--- src/inc/rail_seq_pkg.sv ---
// shared constants and types for the rail sequencing / tuning block
package rail_seq_pkg;

  // ==========================================================
  // command codes and widths
  localparam logic [7:0]  CODE_LOOP_TUNING = 8'h00_DF;
  localparam logic [7:0]  CODE_RAIL_ORDER  = 8'h00_E0;
  localparam logic [7:0]  CODE_VOLT_FOLLOW = 8'h00_E1;
  localparam int          PAGE_W           = 1;
  localparam int          RAIL_ID_W        = 5;

  // ==========================================================
  // loop_tuning_config layout
  localparam int          TUNE_EN_BIT      = 24;
  localparam int          TUNE_RES_LSB     = 16;
  localparam int          TUNE_RES_MSB     = 23;
  localparam int          TUNE_GAIN_MSB    = 15;
  localparam logic [7:0]  TUNE_RES_MAX     = 8'h00_7F;
  localparam logic [31:0] TUNE_MASK        = 32'h01FF_FFFF;
  localparam logic        TUNE_EN_RESET    = 1'b1;
  // strap decode: gain = base + code * step, residual = base + code[4:0]
  localparam logic [15:0] STRAP_GAIN_BASE  = 16'h0064;
  localparam logic [15:0] STRAP_GAIN_STEP  = 16'h0008;
  localparam logic [7:0]  STRAP_RES_BASE   = 8'h00_28;
  localparam int          STRAP_SETTLE     = 2;

  // ==========================================================
  // rail_order_links layout
  localparam int          PREQ_EN_BIT      = 15;
  localparam int          PREQ_ID_LSB      = 8;
  localparam int          SEQL_EN_BIT      = 7;
  localparam int          SEQL_ID_LSB      = 0;
  localparam logic [15:0] ORDER_MASK       = 16'h9F9F;
  localparam logic [15:0] ORDER_RESET      = 16'h0000;

  // ==========================================================
  // voltage_follow_config layout
  localparam int          TRK_EN_BIT       = 7;
  localparam int          TRK_HALF_BIT     = 2;
  localparam int          TRK_LIMREF_BIT   = 1;
  localparam logic [7:0]  TRACK_MASK       = 8'h00_86;
  localparam logic [7:0]  TRACK_RESET      = 8'h00_00;

  // ==========================================================
  // timing
  localparam int          CLK_PERIOD_NS    = 10;
  localparam int          TOFF_DELAY_NS    = 2000;
  localparam int          TOFF_CYC = (TOFF_DELAY_NS + CLK_PERIOD_NS - 1) / CLK_PERIOD_NS;

  // ==========================================================
  // types
  typedef enum logic {EVT_RAIL_GOOD = 1'b0, EVT_RAIL_DOWN = 1'b1} evt_kind_t;

  typedef enum logic [2:0] {
    ST_OFF       = 3'b000,
    ST_WAIT_PREQ = 3'b001,
    ST_ON        = 3'b011,
    ST_WAIT_SEQL = 3'b010,
    ST_TOFF      = 3'b110,
    ST_RAMP      = 3'b111
  } rail_state_t;

endpackage : rail_seq_pkg

--- src/inc/rail_seq_if.sv ---
// command port and sequencing event link between controller and device
`timescale 1ns/1ps
interface rail_seq_if;
  import rail_seq_pkg::*;

  // ==========================================================
  // paged command access
  logic                 cmd_valid;
  logic                 cmd_write;
  logic [7:0]           cmd_code;
  logic [PAGE_W-1:0]    cmd_page;
  logic [31:0]          cmd_wdata;
  logic                 rsp_valid;
  logic                 rsp_err;
  logic [31:0]          rsp_rdata;
  // ==========================================================
  // sequencing events, toward the device and from it
  logic                 dn_evt_valid;
  evt_kind_t            dn_evt_kind;
  logic [RAIL_ID_W-1:0] dn_evt_rail;
  logic                 up_evt_valid;
  evt_kind_t            up_evt_kind;
  logic [RAIL_ID_W-1:0] up_evt_rail;

  modport dev (
    input  cmd_valid, cmd_write, cmd_code, cmd_page, cmd_wdata,
    input  dn_evt_valid, dn_evt_kind, dn_evt_rail,
    output rsp_valid, rsp_err, rsp_rdata,
    output up_evt_valid, up_evt_kind, up_evt_rail
  );
  modport ctl (
    output cmd_valid, cmd_write, cmd_code, cmd_page, cmd_wdata,
    output dn_evt_valid, dn_evt_kind, dn_evt_rail,
    input  rsp_valid, rsp_err, rsp_rdata,
    input  up_evt_valid, up_evt_kind, up_evt_rail
  );
endinterface : rail_seq_if

--- src/rail_seq_dev.sv ---
// device end: tuning, rail ordering and tracking configuration per page
`timescale 1ns/1ps
module rail_seq_dev #(
  parameter int NUM_PAGES   = 2,
  parameter int TOFF_CYCLES = rail_seq_pkg::TOFF_CYC
) (
  input  wire logic                                        i_ref_clk,
  input  wire logic                                        i_rstn,
  rail_seq_if.dev                                          bus,
  input  wire logic [7:0]                                  i_tuning_strap_pin,
  input  wire logic [15:0]                                 i_order_strap,
  input  wire logic [15:0]                                 i_vin_meas,
  input  wire logic [NUM_PAGES-1:0][15:0]                  i_vout_cmd,
  input  wire logic [NUM_PAGES-1:0][rail_seq_pkg::RAIL_ID_W-1:0] i_rail_id,
  input  wire logic [NUM_PAGES-1:0]                        i_out_enable,
  input  wire logic [NUM_PAGES-1:0]                        i_rail_good_signal,
  input  wire logic [NUM_PAGES-1:0]                        i_ramp_done,
  input  wire logic [NUM_PAGES-1:0]                        i_share_group,
  output logic      [NUM_PAGES-1:0]                        o_rail_on,
  output logic      [NUM_PAGES-1:0]                        o_tune_enable,
  output logic      [NUM_PAGES-1:0][15:0]                  o_tune_gain,
  output logic      [NUM_PAGES-1:0][7:0]                   o_tune_residual,
  output logic      [NUM_PAGES-1:0]                        o_track_enable,
  output logic      [NUM_PAGES-1:0]                        o_track_half,
  output logic      [NUM_PAGES-1:0]                        o_track_limit_ref
);
  import rail_seq_pkg::*;

  localparam int PIN_W = 8 + 16 + 4 * NUM_PAGES;
  localparam int CNT_W = $clog2(TOFF_CYCLES + 1);

  if (NUM_PAGES < 1 || NUM_PAGES > (1 << PAGE_W) || TOFF_CYCLES < 1)
  begin : g_bad_cfg
    $error("rail_seq_dev: unsupported page count or delay");
  end

  logic [PIN_W-1:0]                  pin_meta_reg;
  logic [PIN_W-1:0]                  pin_sync_reg;
  logic [7:0]                        strap_s;
  logic [15:0]                       order_strap_s;
  logic [NUM_PAGES-1:0]              en_s, good_s, ramp_s, share_s, good_d_reg;
  logic [1:0]                        settle_reg;
  logic                              strap_done_reg;
  logic [15:0]                       strap_gain;
  logic [7:0]                        strap_res;
  logic [NUM_PAGES-1:0]              tune_user_reg, order_user_reg;
  logic [NUM_PAGES-1:0][15:0]        order_reg, order_eff;
  logic [NUM_PAGES-1:0][7:0]         track_reg;
  logic [NUM_PAGES-1:0]              pg_seen_reg, pd_seen_reg;
  logic [NUM_PAGES-1:0]              pend_good_reg, pend_down_reg;
  rail_state_t [NUM_PAGES-1:0]       state_reg;
  logic [NUM_PAGES-1:0][CNT_W-1:0]   toff_cnt_reg;
  logic                              wr_hit, res_bad, page_ok;
  logic [31:0]                       rd_word;

  // ==========================================================
  // pin synchroniser; the first stage feeds only the second
  always_ff @(posedge i_ref_clk or negedge i_rstn)
    if (!i_rstn)
    begin
      pin_meta_reg <= '0;
      pin_sync_reg <= '0;
    end
    else
    begin
      pin_meta_reg <= {i_tuning_strap_pin, i_order_strap, i_out_enable,
                       i_rail_good_signal, i_ramp_done, i_share_group};
      pin_sync_reg <= pin_meta_reg;
    end

  assign {strap_s, order_strap_s, en_s, good_s, ramp_s, share_s} = pin_sync_reg;

  // strap decode into tuning defaults
  assign strap_gain = STRAP_GAIN_BASE + 16'(strap_s * STRAP_GAIN_STEP);
  assign strap_res  = STRAP_RES_BASE + {3'b000, strap_s[4:0]};

  // strap is trusted only once it has crossed the synchroniser
  always_ff @(posedge i_ref_clk or negedge i_rstn)
    if (!i_rstn)
    begin
      settle_reg     <= 2'b00;
      strap_done_reg <= 1'b0;
    end
    else if (!strap_done_reg)
    begin
      settle_reg     <= settle_reg + 2'b01;
      strap_done_reg <= (settle_reg == 2'(STRAP_SETTLE));
    end

  // ==========================================================
  // command decode; answer one cycle after the request
  assign page_ok = (32'(bus.cmd_page) < 32'(NUM_PAGES));
  assign res_bad = bus.cmd_wdata[TUNE_RES_MSB:TUNE_RES_LSB] > TUNE_RES_MAX;
  assign wr_hit  = bus.cmd_valid & bus.cmd_write & page_ok;

  always_comb
  begin
    rd_word = 32'h0000_0000;
    case (bus.cmd_code)
      CODE_LOOP_TUNING: rd_word = {7'h00, o_tune_enable[bus.cmd_page],
                                   o_tune_residual[bus.cmd_page],
                                   o_tune_gain[bus.cmd_page]};
      CODE_RAIL_ORDER:  rd_word = {16'h0000, order_eff[bus.cmd_page]};
      CODE_VOLT_FOLLOW: rd_word = {24'h00_0000, track_reg[bus.cmd_page]};
      default:          rd_word = 32'h0000_0000;
    endcase
  end

  always_ff @(posedge i_ref_clk or negedge i_rstn)
    if (!i_rstn)
    begin
      bus.rsp_valid <= 1'b0;
      bus.rsp_err   <= 1'b0;
      bus.rsp_rdata <= 32'h0000_0000;
    end
    else
    begin
      bus.rsp_valid <= bus.cmd_valid;
      bus.rsp_err   <= bus.cmd_valid & (!page_ok
                       || !(bus.cmd_code inside {CODE_LOOP_TUNING, CODE_RAIL_ORDER,
                                                 CODE_VOLT_FOLLOW})
                       || (bus.cmd_write && bus.cmd_code == CODE_LOOP_TUNING && res_bad));
      bus.rsp_rdata <= (bus.cmd_valid && !bus.cmd_write && page_ok) ? rd_word : 32'h0000_0000;
    end

  // ==========================================================
  // tuning word: strap at start, then derived, until software writes
  always_ff @(posedge i_ref_clk or negedge i_rstn)
    if (!i_rstn)
    begin
      tune_user_reg   <= '0;
      o_tune_enable   <= {NUM_PAGES{TUNE_EN_RESET}};
      o_tune_gain     <= '0;
      o_tune_residual <= '0;
    end
    else
      for (int p = 0; p < NUM_PAGES; p++)
      begin
        if (wr_hit && 32'(bus.cmd_page) == p && bus.cmd_code == CODE_LOOP_TUNING && !res_bad)
        begin
          // masked write keeps bits 31:25 at zero
          tune_user_reg[p]   <= 1'b1;
          o_tune_enable[p]   <= bus.cmd_wdata[TUNE_EN_BIT];
          o_tune_residual[p] <= bus.cmd_wdata[TUNE_RES_MSB:TUNE_RES_LSB];
          o_tune_gain[p]     <= bus.cmd_wdata[TUNE_GAIN_MSB:0];
        end
        else if (strap_done_reg && !tune_user_reg[p])
        begin
          // adapt from operating point; residual held inside its range
          o_tune_gain[p]     <= strap_gain + {6'h00, i_vout_cmd[p][15:6]};
          o_tune_residual[p] <= (strap_res + {5'h00, i_vin_meas[15:13]} > TUNE_RES_MAX)
                                ? TUNE_RES_MAX : strap_res + {5'h00, i_vin_meas[15:13]};
        end
        else if (!strap_done_reg)
        begin
          o_tune_gain[p]     <= strap_gain;
          o_tune_residual[p] <= strap_res;
        end
      end

  // ==========================================================
  // ordering and tracking words
  always_ff @(posedge i_ref_clk or negedge i_rstn)
    if (!i_rstn)
    begin
      order_user_reg <= '0;
      order_reg      <= {NUM_PAGES{ORDER_RESET}};
      track_reg      <= {NUM_PAGES{TRACK_RESET}};
    end
    else
      for (int p = 0; p < NUM_PAGES; p++)
        if (wr_hit && 32'(bus.cmd_page) == p)
        begin
          if (bus.cmd_code == CODE_RAIL_ORDER)
          begin
            order_user_reg[p] <= 1'b1;
            order_reg[p]      <= bus.cmd_wdata[15:0] & ORDER_MASK;
          end
          if (bus.cmd_code == CODE_VOLT_FOLLOW)
            track_reg[p] <= bus.cmd_wdata[7:0] & TRACK_MASK;
        end

  // strap ordering stands until software writes the word
  always_comb
    for (int p = 0; p < NUM_PAGES; p++)
      order_eff[p] = order_user_reg[p] ? order_reg[p] : (order_strap_s & ORDER_MASK);

  // tracking outputs; only the enable is blocked for multi-device sharing members
  always_ff @(posedge i_ref_clk or negedge i_rstn)
    if (!i_rstn)
    begin
      o_track_enable    <= '0;
      o_track_half      <= '0;
      o_track_limit_ref <= '0;
    end
    else
      for (int p = 0; p < NUM_PAGES; p++)
      begin
        o_track_enable[p]    <= track_reg[p][TRK_EN_BIT] & ~share_s[p];
        o_track_half[p]      <= track_reg[p][TRK_HALF_BIT];
        o_track_limit_ref[p] <= track_reg[p][TRK_LIMREF_BIT];
      end

  // ==========================================================
  // remembered events from the prequel and sequel rails
  always_ff @(posedge i_ref_clk or negedge i_rstn)
    if (!i_rstn)
    begin
      pg_seen_reg <= '0;
      pd_seen_reg <= '0;
    end
    else
      for (int p = 0; p < NUM_PAGES; p++)
        if (bus.dn_evt_valid)
        begin
          if (bus.dn_evt_rail == order_eff[p][PREQ_ID_LSB +: RAIL_ID_W])
            pg_seen_reg[p] <= (bus.dn_evt_kind == EVT_RAIL_GOOD);
          if (bus.dn_evt_rail == order_eff[p][SEQL_ID_LSB +: RAIL_ID_W])
            pd_seen_reg[p] <= (bus.dn_evt_kind == EVT_RAIL_DOWN);
        end

  // ==========================================================
  // per-page on/off sequence
  always_ff @(posedge i_ref_clk or negedge i_rstn)
    if (!i_rstn)
    begin
      state_reg    <= {NUM_PAGES{ST_OFF}};
      toff_cnt_reg <= '0;
    end
    else
      for (int p = 0; p < NUM_PAGES; p++)
        case (state_reg[p])
          ST_OFF:
            if (en_s[p] && strap_done_reg)
              state_reg[p] <= ST_WAIT_PREQ;
          ST_WAIT_PREQ:
            if (!en_s[p])
              state_reg[p] <= ST_OFF;
            else if (!order_eff[p][PREQ_EN_BIT] || pg_seen_reg[p])
              state_reg[p] <= ST_ON;
          ST_ON:
            if (!en_s[p])
              state_reg[p] <= ST_WAIT_SEQL;
          ST_WAIT_SEQL:
            if (en_s[p])
              state_reg[p] <= ST_ON;
            else if (!order_eff[p][SEQL_EN_BIT] || pd_seen_reg[p])
            begin
              state_reg[p]    <= ST_TOFF;
              toff_cnt_reg[p] <= CNT_W'(TOFF_CYCLES);
            end
          ST_TOFF:
            if (toff_cnt_reg[p] == CNT_W'(1))
              state_reg[p] <= ST_RAMP;
            else
              toff_cnt_reg[p] <= toff_cnt_reg[p] - CNT_W'(1);
          ST_RAMP:
            if (ramp_s[p])
              state_reg[p] <= ST_OFF;
          default:
            state_reg[p] <= ST_OFF;
        endcase

  // output stays on through the off delay, drops when the ramp starts
  always_ff @(posedge i_ref_clk or negedge i_rstn)
    if (!i_rstn)
      o_rail_on <= '0;
    else
      for (int p = 0; p < NUM_PAGES; p++)
        o_rail_on[p] <= (state_reg[p] == ST_ON) || (state_reg[p] == ST_WAIT_SEQL)
                        || (state_reg[p] == ST_TOFF);

  // ==========================================================
  // own events: good on rising rail_good while on, down at ramp end.
  // pending flags let two pages share the link; a new event beats the clear
  always_ff @(posedge i_ref_clk or negedge i_rstn)
    if (!i_rstn)
    begin
      good_d_reg       <= '0;
      pend_good_reg    <= '0;
      pend_down_reg    <= '0;
      bus.up_evt_valid <= 1'b0;
      bus.up_evt_kind  <= EVT_RAIL_GOOD;
      bus.up_evt_rail  <= '0;
    end
    else
    begin : send
      logic sent;
      sent             = 1'b0;
      good_d_reg       <= good_s;
      bus.up_evt_valid <= 1'b0;
      for (int p = 0; p < NUM_PAGES; p++)
      begin
        if (!sent && pend_good_reg[p])
        begin
          sent             = 1'b1;
          bus.up_evt_valid <= 1'b1;
          bus.up_evt_kind  <= EVT_RAIL_GOOD;
          bus.up_evt_rail  <= i_rail_id[p];
          pend_good_reg[p] <= 1'b0;
        end
        else if (!sent && pend_down_reg[p])
        begin
          sent             = 1'b1;
          bus.up_evt_valid <= 1'b1;
          bus.up_evt_kind  <= EVT_RAIL_DOWN;
          bus.up_evt_rail  <= i_rail_id[p];
          pend_down_reg[p] <= 1'b0;
        end
        if (good_s[p] && !good_d_reg[p] && state_reg[p] == ST_ON)
          pend_good_reg[p] <= 1'b1;
        if (state_reg[p] == ST_RAMP && ramp_s[p])
          pend_down_reg[p] <= 1'b1;
      end
    end

endmodule : rail_seq_dev

--- src/flat_wrapper.sv ---
// flat-port wrapper written by rule: the top's interface ports become plain ports
module rail_seq_dev_flat import rail_seq_pkg::*;
#(
  parameter int NUM_PAGES   = 2,
  parameter int TOFF_CYCLES = rail_seq_pkg::TOFF_CYC
)
  (i_ref_clk, i_rstn, i_tuning_strap_pin, i_order_strap, i_vin_meas, i_vout_cmd, i_rail_id, i_out_enable, i_rail_good_signal, i_ramp_done, i_share_group, o_rail_on, o_tune_enable, o_tune_gain, o_tune_residual, o_track_enable, o_track_half, o_track_limit_ref, bus_cmd_valid, bus_cmd_write, bus_cmd_code, bus_cmd_page, bus_cmd_wdata, bus_dn_evt_valid, bus_dn_evt_kind, bus_dn_evt_rail, bus_rsp_valid, bus_rsp_err, bus_rsp_rdata, bus_up_evt_valid, bus_up_evt_kind, bus_up_evt_rail);
  rail_seq_if bus_i ();
  input  wire logic i_ref_clk;
  input  wire logic i_rstn;
  input  wire logic [7:0] i_tuning_strap_pin;
  input  wire logic [15:0] i_order_strap;
  input  wire logic [15:0] i_vin_meas;
  input  wire logic [NUM_PAGES-1:0][15:0] i_vout_cmd;
  input  wire logic [NUM_PAGES-1:0][rail_seq_pkg::RAIL_ID_W-1:0] i_rail_id;
  input  wire logic [NUM_PAGES-1:0] i_out_enable;
  input  wire logic [NUM_PAGES-1:0] i_rail_good_signal;
  input  wire logic [NUM_PAGES-1:0] i_ramp_done;
  input  wire logic [NUM_PAGES-1:0] i_share_group;
  output logic      [NUM_PAGES-1:0] o_rail_on;
  output logic      [NUM_PAGES-1:0] o_tune_enable;
  output logic      [NUM_PAGES-1:0][15:0] o_tune_gain;
  output logic      [NUM_PAGES-1:0][7:0] o_tune_residual;
  output logic      [NUM_PAGES-1:0] o_track_enable;
  output logic      [NUM_PAGES-1:0] o_track_half;
  output logic      [NUM_PAGES-1:0] o_track_limit_ref;
  input wire logic [$bits(bus_i.cmd_valid)-1:0] bus_cmd_valid;
  input wire logic [$bits(bus_i.cmd_write)-1:0] bus_cmd_write;
  input wire logic [$bits(bus_i.cmd_code)-1:0] bus_cmd_code;
  input wire logic [$bits(bus_i.cmd_page)-1:0] bus_cmd_page;
  input wire logic [$bits(bus_i.cmd_wdata)-1:0] bus_cmd_wdata;
  input wire logic [$bits(bus_i.dn_evt_valid)-1:0] bus_dn_evt_valid;
  input wire logic [$bits(bus_i.dn_evt_kind)-1:0] bus_dn_evt_kind;
  input wire logic [$bits(bus_i.dn_evt_rail)-1:0] bus_dn_evt_rail;
  output wire logic [$bits(bus_i.rsp_valid)-1:0] bus_rsp_valid;
  output wire logic [$bits(bus_i.rsp_err)-1:0] bus_rsp_err;
  output wire logic [$bits(bus_i.rsp_rdata)-1:0] bus_rsp_rdata;
  output wire logic [$bits(bus_i.up_evt_valid)-1:0] bus_up_evt_valid;
  output wire logic [$bits(bus_i.up_evt_kind)-1:0] bus_up_evt_kind;
  output wire logic [$bits(bus_i.up_evt_rail)-1:0] bus_up_evt_rail;
  assign bus_i.cmd_valid = bus_cmd_valid;
  assign bus_i.cmd_write = bus_cmd_write;
  assign bus_i.cmd_code = bus_cmd_code;
  assign bus_i.cmd_page = bus_cmd_page;
  assign bus_i.cmd_wdata = bus_cmd_wdata;
  assign bus_i.dn_evt_valid = bus_dn_evt_valid;
  assign bus_i.dn_evt_kind = bus_dn_evt_kind;
  assign bus_i.dn_evt_rail = bus_dn_evt_rail;
  assign bus_rsp_valid = bus_i.rsp_valid;
  assign bus_rsp_err = bus_i.rsp_err;
  assign bus_rsp_rdata = bus_i.rsp_rdata;
  assign bus_up_evt_valid = bus_i.up_evt_valid;
  assign bus_up_evt_kind = bus_i.up_evt_kind;
  assign bus_up_evt_rail = bus_i.up_evt_rail;
  rail_seq_dev #(.NUM_PAGES(NUM_PAGES), .TOFF_CYCLES(TOFF_CYCLES)) u_core (.i_ref_clk(i_ref_clk), .i_rstn(i_rstn), .bus(bus_i), .i_tuning_strap_pin(i_tuning_strap_pin), .i_order_strap(i_order_strap), .i_vin_meas(i_vin_meas), .i_vout_cmd(i_vout_cmd), .i_rail_id(i_rail_id), .i_out_enable(i_out_enable), .i_rail_good_signal(i_rail_good_signal), .i_ramp_done(i_ramp_done), .i_share_group(i_share_group), .o_rail_on(o_rail_on), .o_tune_enable(o_tune_enable), .o_tune_gain(o_tune_gain), .o_tune_residual(o_tune_residual), .o_track_enable(o_track_enable), .o_track_half(o_track_half), .o_track_limit_ref(o_track_limit_ref));
endmodule
--- config.mk ---
export PLATFORM = sky130hd
export DESIGN_NAME = rail_seq_dev_flat
export DESIGN_NICKNAME = d
export VERILOG_FILES = /design/src/inc/rail_seq_pkg.sv /design/src/inc/rail_seq_if.sv /design/src/rail_seq_dev.sv /design/src/flat_wrapper.sv
export SDC_FILE = /design/constraint.sdc
export NUM_CORES = 1
export LEC_CHECK = 0
export BUFFER_PORTS_ARGS = -buffer_cell sky130_fd_sc_hd__clkbuf_2
export CORE_UTILIZATION = 49
export CTS_CLUSTER_SIZE = 8
export DETAILED_ROUTE_END_ITERATION = 12
export PLACE_DENSITY_LB_ADDON = 0.05
export REMOVE_ABC_BUFFERS = 1
export SLEW_MARGIN = 15
export SYNTH_ARGS = -nofsm -noshare
export SYNTH_HDL_FRONTEND = slang
export SYNTH_SLANG_ARGS = --single-unit
--- constraint.sdc ---
create_clock -name i_ref_clk -period 2.1 [get_ports i_ref_clk]
set_input_delay 0.42 -clock i_ref_clk [delete_from_list [all_inputs] [get_ports i_ref_clk]]
set_output_delay 0.42 -clock i_ref_clk [all_outputs]
set_load 0.01 [all_outputs]
==> impl_results.md <==
* Area growth syn-to-layout at 34.2%
* Crit path arrival time at 2.93 ns
* Startpoint-to-endpoint class of the critical path: reg -> reg
* Psw at 0.00368 W
* FF-to-FF path depth at 10
* Final GP Congestion at 0.877
* Fraction of power consumed by the clock network at 35.9%
* Sort of element at the start of the critical path: flip-flop
* Dominant synthesized flop cell: sky130_fd_sc_hd__dfrtp_1
* Worst flop-to-flop path startpoint: u_core.pin_sync_reg[27]
* Num CTS Buffers at 31
* Reported leakage power at 6.79 nW
* Critical path origin: u_core.pin_sync_reg[27]
* Violated checks: setup timing
* Horizontal die dimension at 149 µm
* Maximum level of the CTS H-tree at 1
* Most common cell after layout, fill and taps aside: sky130_fd_sc_hd__dfrtp_1
* Number of flip-flops in the largest register at 32
* Slew Viols, Final at 0
* CTS Root Buffer Type: sky130_fd_sc_hd__clkbuf_16
* Highest-count cells in the layout ignoring fill and taps: sky130_fd_sc_hd__dfrtp_1 (213), sky130_fd_sc_hd__clkbuf_2 (196), sky130_fd_sc_hd__buf_4 (108), sky130_fd_sc_hd__nand2_1 (103), sky130_fd_sc_hd__nor2_1 (87)
* IO buf count at 197
* FF+latch count, synth at 217
* DR pass1 iterations at 5
* Cell row count at 53
* Final WS setup at -0.341 ns
* Seq pwr share at 41.5%
* Die Span Y at 149 µm
* Vias at 8757
* Wire length after detailed routing at 29800 µm
* Tightest hold margin at 0.0698 ns
* Residual antenna-violating net count after detailed routing at 0
* Share of the yosys chip area belonging to registers at 51.3%
* GRT Resource Usage Total at 27.1%
* Status: complete, but fails checks
* Clock skew after layout at 0.0199 ns
* Hold Crit Class: in -> reg
* Vias per inst at 5.41
* Clk buf depth at 3
* Detail Placement HPWL at 20900 µm
* Routed len/inst at 18.4 µm
* Clock Sinks at 217
* Post-route fraction of the period consumed by the critical path at 116%
* Effective utilization at floorplan at 50.2%
* Setup slack of the worst register-to-register path at -0.34 ns
* Clk Latency, worst-skew pair at 0.56 ns
* Clock-pin transition on the worst setup and hold timing paths at 0.06 ns
* Distinct cell type count of the synthesized netlist at 80
* Core box area at 21100 µm²
* Terminus of the critical flop-to-flop path: u_core.o_tune_gain[26]
* Critical Path RT at 2.59 ns
* Net switching share of the total power at 29.8%
* Antenna diode count at 0
* Io pins at 241
* Internal power contribution at 0.00867 W
* Iter 0 DRT Violations at 508
* Logic gate share of total power at 22.6%
* Post-synth ARST share at 100%
* Max transition margin at 58.6%
* Global-route wire length before repair at 46300 µm
* Number of global-route vias before repair at 8490
* Max Cap Viol at 0
* Endpoint of the worst setup timing path: u_core.o_tune_gain[26]
* IR drop worst, VDD at 0.642 mV
* Final count of negative-setup-slack endpoints at 13
* Syn Inst Count at 1007
* Pin count of the biggest net entering global routing at 65
* Cell Area, Synth at 10600 µm²
* CTS tree: built
* Final routed DRC violation total at 0
* Count of synthesis-stage warnings from yosys at 0
* Setup repair after global routing missed its margin: yes
* Hold Fails Final Rpt at 0
* Filler cell count in the final layout at 1685
* Antenna violations before repair at 0
* Capturing element type of the critical path: flip-flop
* Residual overflow from global routing at 0
* Post-synth EDFFs at 0
* Fmax at 0.410 GHz
* Measured slew at the worst slew-check pin at 0.619 ns
* Final net count at 1500
* Maximum fanout encountered on the critical timing path at 3
* Mean Syn Cell Area at 10.5 µm²
* Fin crit period at 2.44 ns
* Areal power density over the cells at 869 nW/µm²
* Post-Route Utilization at 67.4%
* Die Outline Area at 22200 µm²
* Post-route setup TNS at -2.21 ns
* Share of post-route cells with drive strength above 1 at 34.1%
## worst max-delay path: stages, from the launching register on
cell and delay (ns):
sky130_fd_sc_hd__dfrtp_1 0.38, sky130_fd_sc_hd__inv_2 0.05, sky130_fd_sc_hd__ha_2 0.18, sky130_fd_sc_hd__a21o_4 0.22, sky130_fd_sc_hd__xor2_4 0.16, sky130_fd_sc_hd__ha_4 0.18
sky130_fd_sc_hd__or3_4 0.37, sky130_fd_sc_hd__o211ai_1 0.26, sky130_fd_sc_hd__nand2b_1 0.11, sky130_fd_sc_hd__or3_1 0.33, sky130_fd_sc_hd__a21oi_2 0.14
## per-stage QoR
stage	power, W	cells	area [µm²]	setup WS, ns
after floorplan	0.00660	953	10300	-0.262
after global placement	0.00764	1531	12600	-0.334
after detailed placement	0.00771	1531	12600	-0.402
after CTS	0.0123	1611	13900	-0.291
after global routing	0.0130	1619	14200	-0.448
final	0.0124	1619	14200	-0.341
## Yosys cell counts, types with 3 or more instances
cell type / number / area (µm²)
sky130_fd_sc_hd__buf_6: 5 / 56.3
sky130_fd_sc_hd__nor2b_1: 14 / 87.6
sky130_fd_sc_hd__nand2_1: 104 / 390
sky130_fd_sc_hd__nand3_1: 32 / 160
sky130_fd_sc_hd__xnor2_1: 24 / 210
sky130_fd_sc_hd__a31oi_1: 20 / 125
sky130_fd_sc_hd__nand4_1: 5 / 31.3
sky130_fd_sc_hd__o211ai_1: 7 / 52.6
sky130_fd_sc_hd__and2_1: 4 / 25.0
sky130_fd_sc_hd__xor2_1: 7 / 61.3
sky130_fd_sc_hd__a211oi_1: 10 / 75.1
sky130_fd_sc_hd__or3_1: 4 / 25.0
sky130_fd_sc_hd__and3_1: 6 / 37.5
sky130_fd_sc_hd__nor2_1: 88 / 330
sky130_fd_sc_hd__buf_1: 8 / 30.0
sky130_fd_sc_hd__nor3b_1: 3 / 22.5
sky130_fd_sc_hd__mux2_2: 29 / 327
sky130_fd_sc_hd__nor4_1: 7 / 43.8
sky130_fd_sc_hd__nand3b_1: 3 / 22.5
sky130_fd_sc_hd__a21oi_1: 40 / 200
sky130_fd_sc_hd__clkbuf_1: 29 / 109
sky130_fd_sc_hd__o21a_1: 7 / 52.6
sky130_fd_sc_hd__or2_2: 4 / 25.0
sky130_fd_sc_hd__nand2b_1: 11 / 68.8
sky130_fd_sc_hd__nand4b_1: 3 / 26.3
sky130_fd_sc_hd__inv_1: 28 / 105
sky130_fd_sc_hd__a21o_1: 10 / 75.1
sky130_fd_sc_hd__o21ai_1: 8 / 40.0
sky130_fd_sc_hd__nor3_1: 18 / 90.1
sky130_fd_sc_hd__ha_1: 25 / 313
sky130_fd_sc_hd__o21ai_0: 53 / 265
sky130_fd_sc_hd__mux2i_1: 75 / 751
sky130_fd_sc_hd__buf_4: 8 / 60.1
sky130_fd_sc_hd__dfrtp_1: 215 / 5380
sky130_fd_sc_hd__a22o_1: 6 / 52.6
sky130_fd_sc_hd__fa_1: 3 / 60.1
sky130_fd_sc_hd__a221oi_1: 11 / 96.3
sky130_fd_sc_hd__buf_2: 10 / 50.1
sky130_fd_sc_hd__mux2_1: 10 / 113
sky130_fd_sc_hd__a22oi_1: 6 / 45.0
## power groups by stage
stage          Combinational, W  Sequential (W)  Clock (W)
6_report                0.00280         0.00513    0.00443
4_1_cts                 0.00266         0.00512    0.00451
3_3_place_gp            0.00246         0.00517          0
2_1_floorplan           0.00143         0.00517          0
3_5_place_dp            0.00253         0.00518          0
5_1_grt                 0.00311         0.00519    0.00469
## metal layers
layer  wire length [µm]  track usage, %  share of wire [%]
met5                  0               0                  0
met4                688            6.73                2.3
met3               1660            3.79                5.5
met2              14000            44.3                 47
met1              13500            38.1                 45
## area by class of cell
class / instances / area, µm² / area share, %
Multi-Input combinational cell: 707 / 5200 / 36.6
Clock buffer: 45 / 828 / 5.83
Inverter: 29 / 111 / 0.784
Sequential cell: 217 / 5440 / 38.2
Clock inverter: 2 / 16.3 / 0.114
Tap cell: 275 / 344 / 2.42
Timing Repair Buffer: 344 / 2280 / 16.0
## logic make-up after synthesis
group	after synthesis	share of synthesized area, %
AO/OA/AOI/OAI	204	12.4
XOR/XNOR	31	2.56
adder cells (fa/ha/maj)	28	3.52
buffers and inverters	89	3.91
flip-flops	217	51.3
multiplexers	115	11.4
other	1	0.0354
AND/OR/NAND/NOR	322	14.9
## worst min path at each step
stage,startpoint,end,slack (ns),cells past startpoint
after floorplan,i_rstn,u_core.bus.rsp_err,0.12,0
after global placement,i_rstn,u_core.toff_cnt_reg[13],0.33,1
after detailed placement,i_rstn,u_core.bus.up_evt_rail[0],0.33,1
after CTS,bus_cmd_wdata[24],u_core.o_tune_enable[0],0.05,3
after global routing,bus_cmd_wdata[16],u_core.o_tune_residual[0],0.08,2
final,bus_cmd_wdata[24],u_core.o_tune_enable[0],0.07,3
## timing repair
| item | 4_1_cts | 5_1_grt |
|---|---|---|
| hold endpoints to repair | 65 | 0 |
| pin swaps | 16 | 21 |
| endpoints found under the setup margin | 13 | 23 |
| resized for setup | 37 | 49 |
| gates cloned | 0 | 0 |
| setup buffers | 4 | 8 |
| hold buffers | 29 | 0 |
Power figures use the tool's default switching activity.
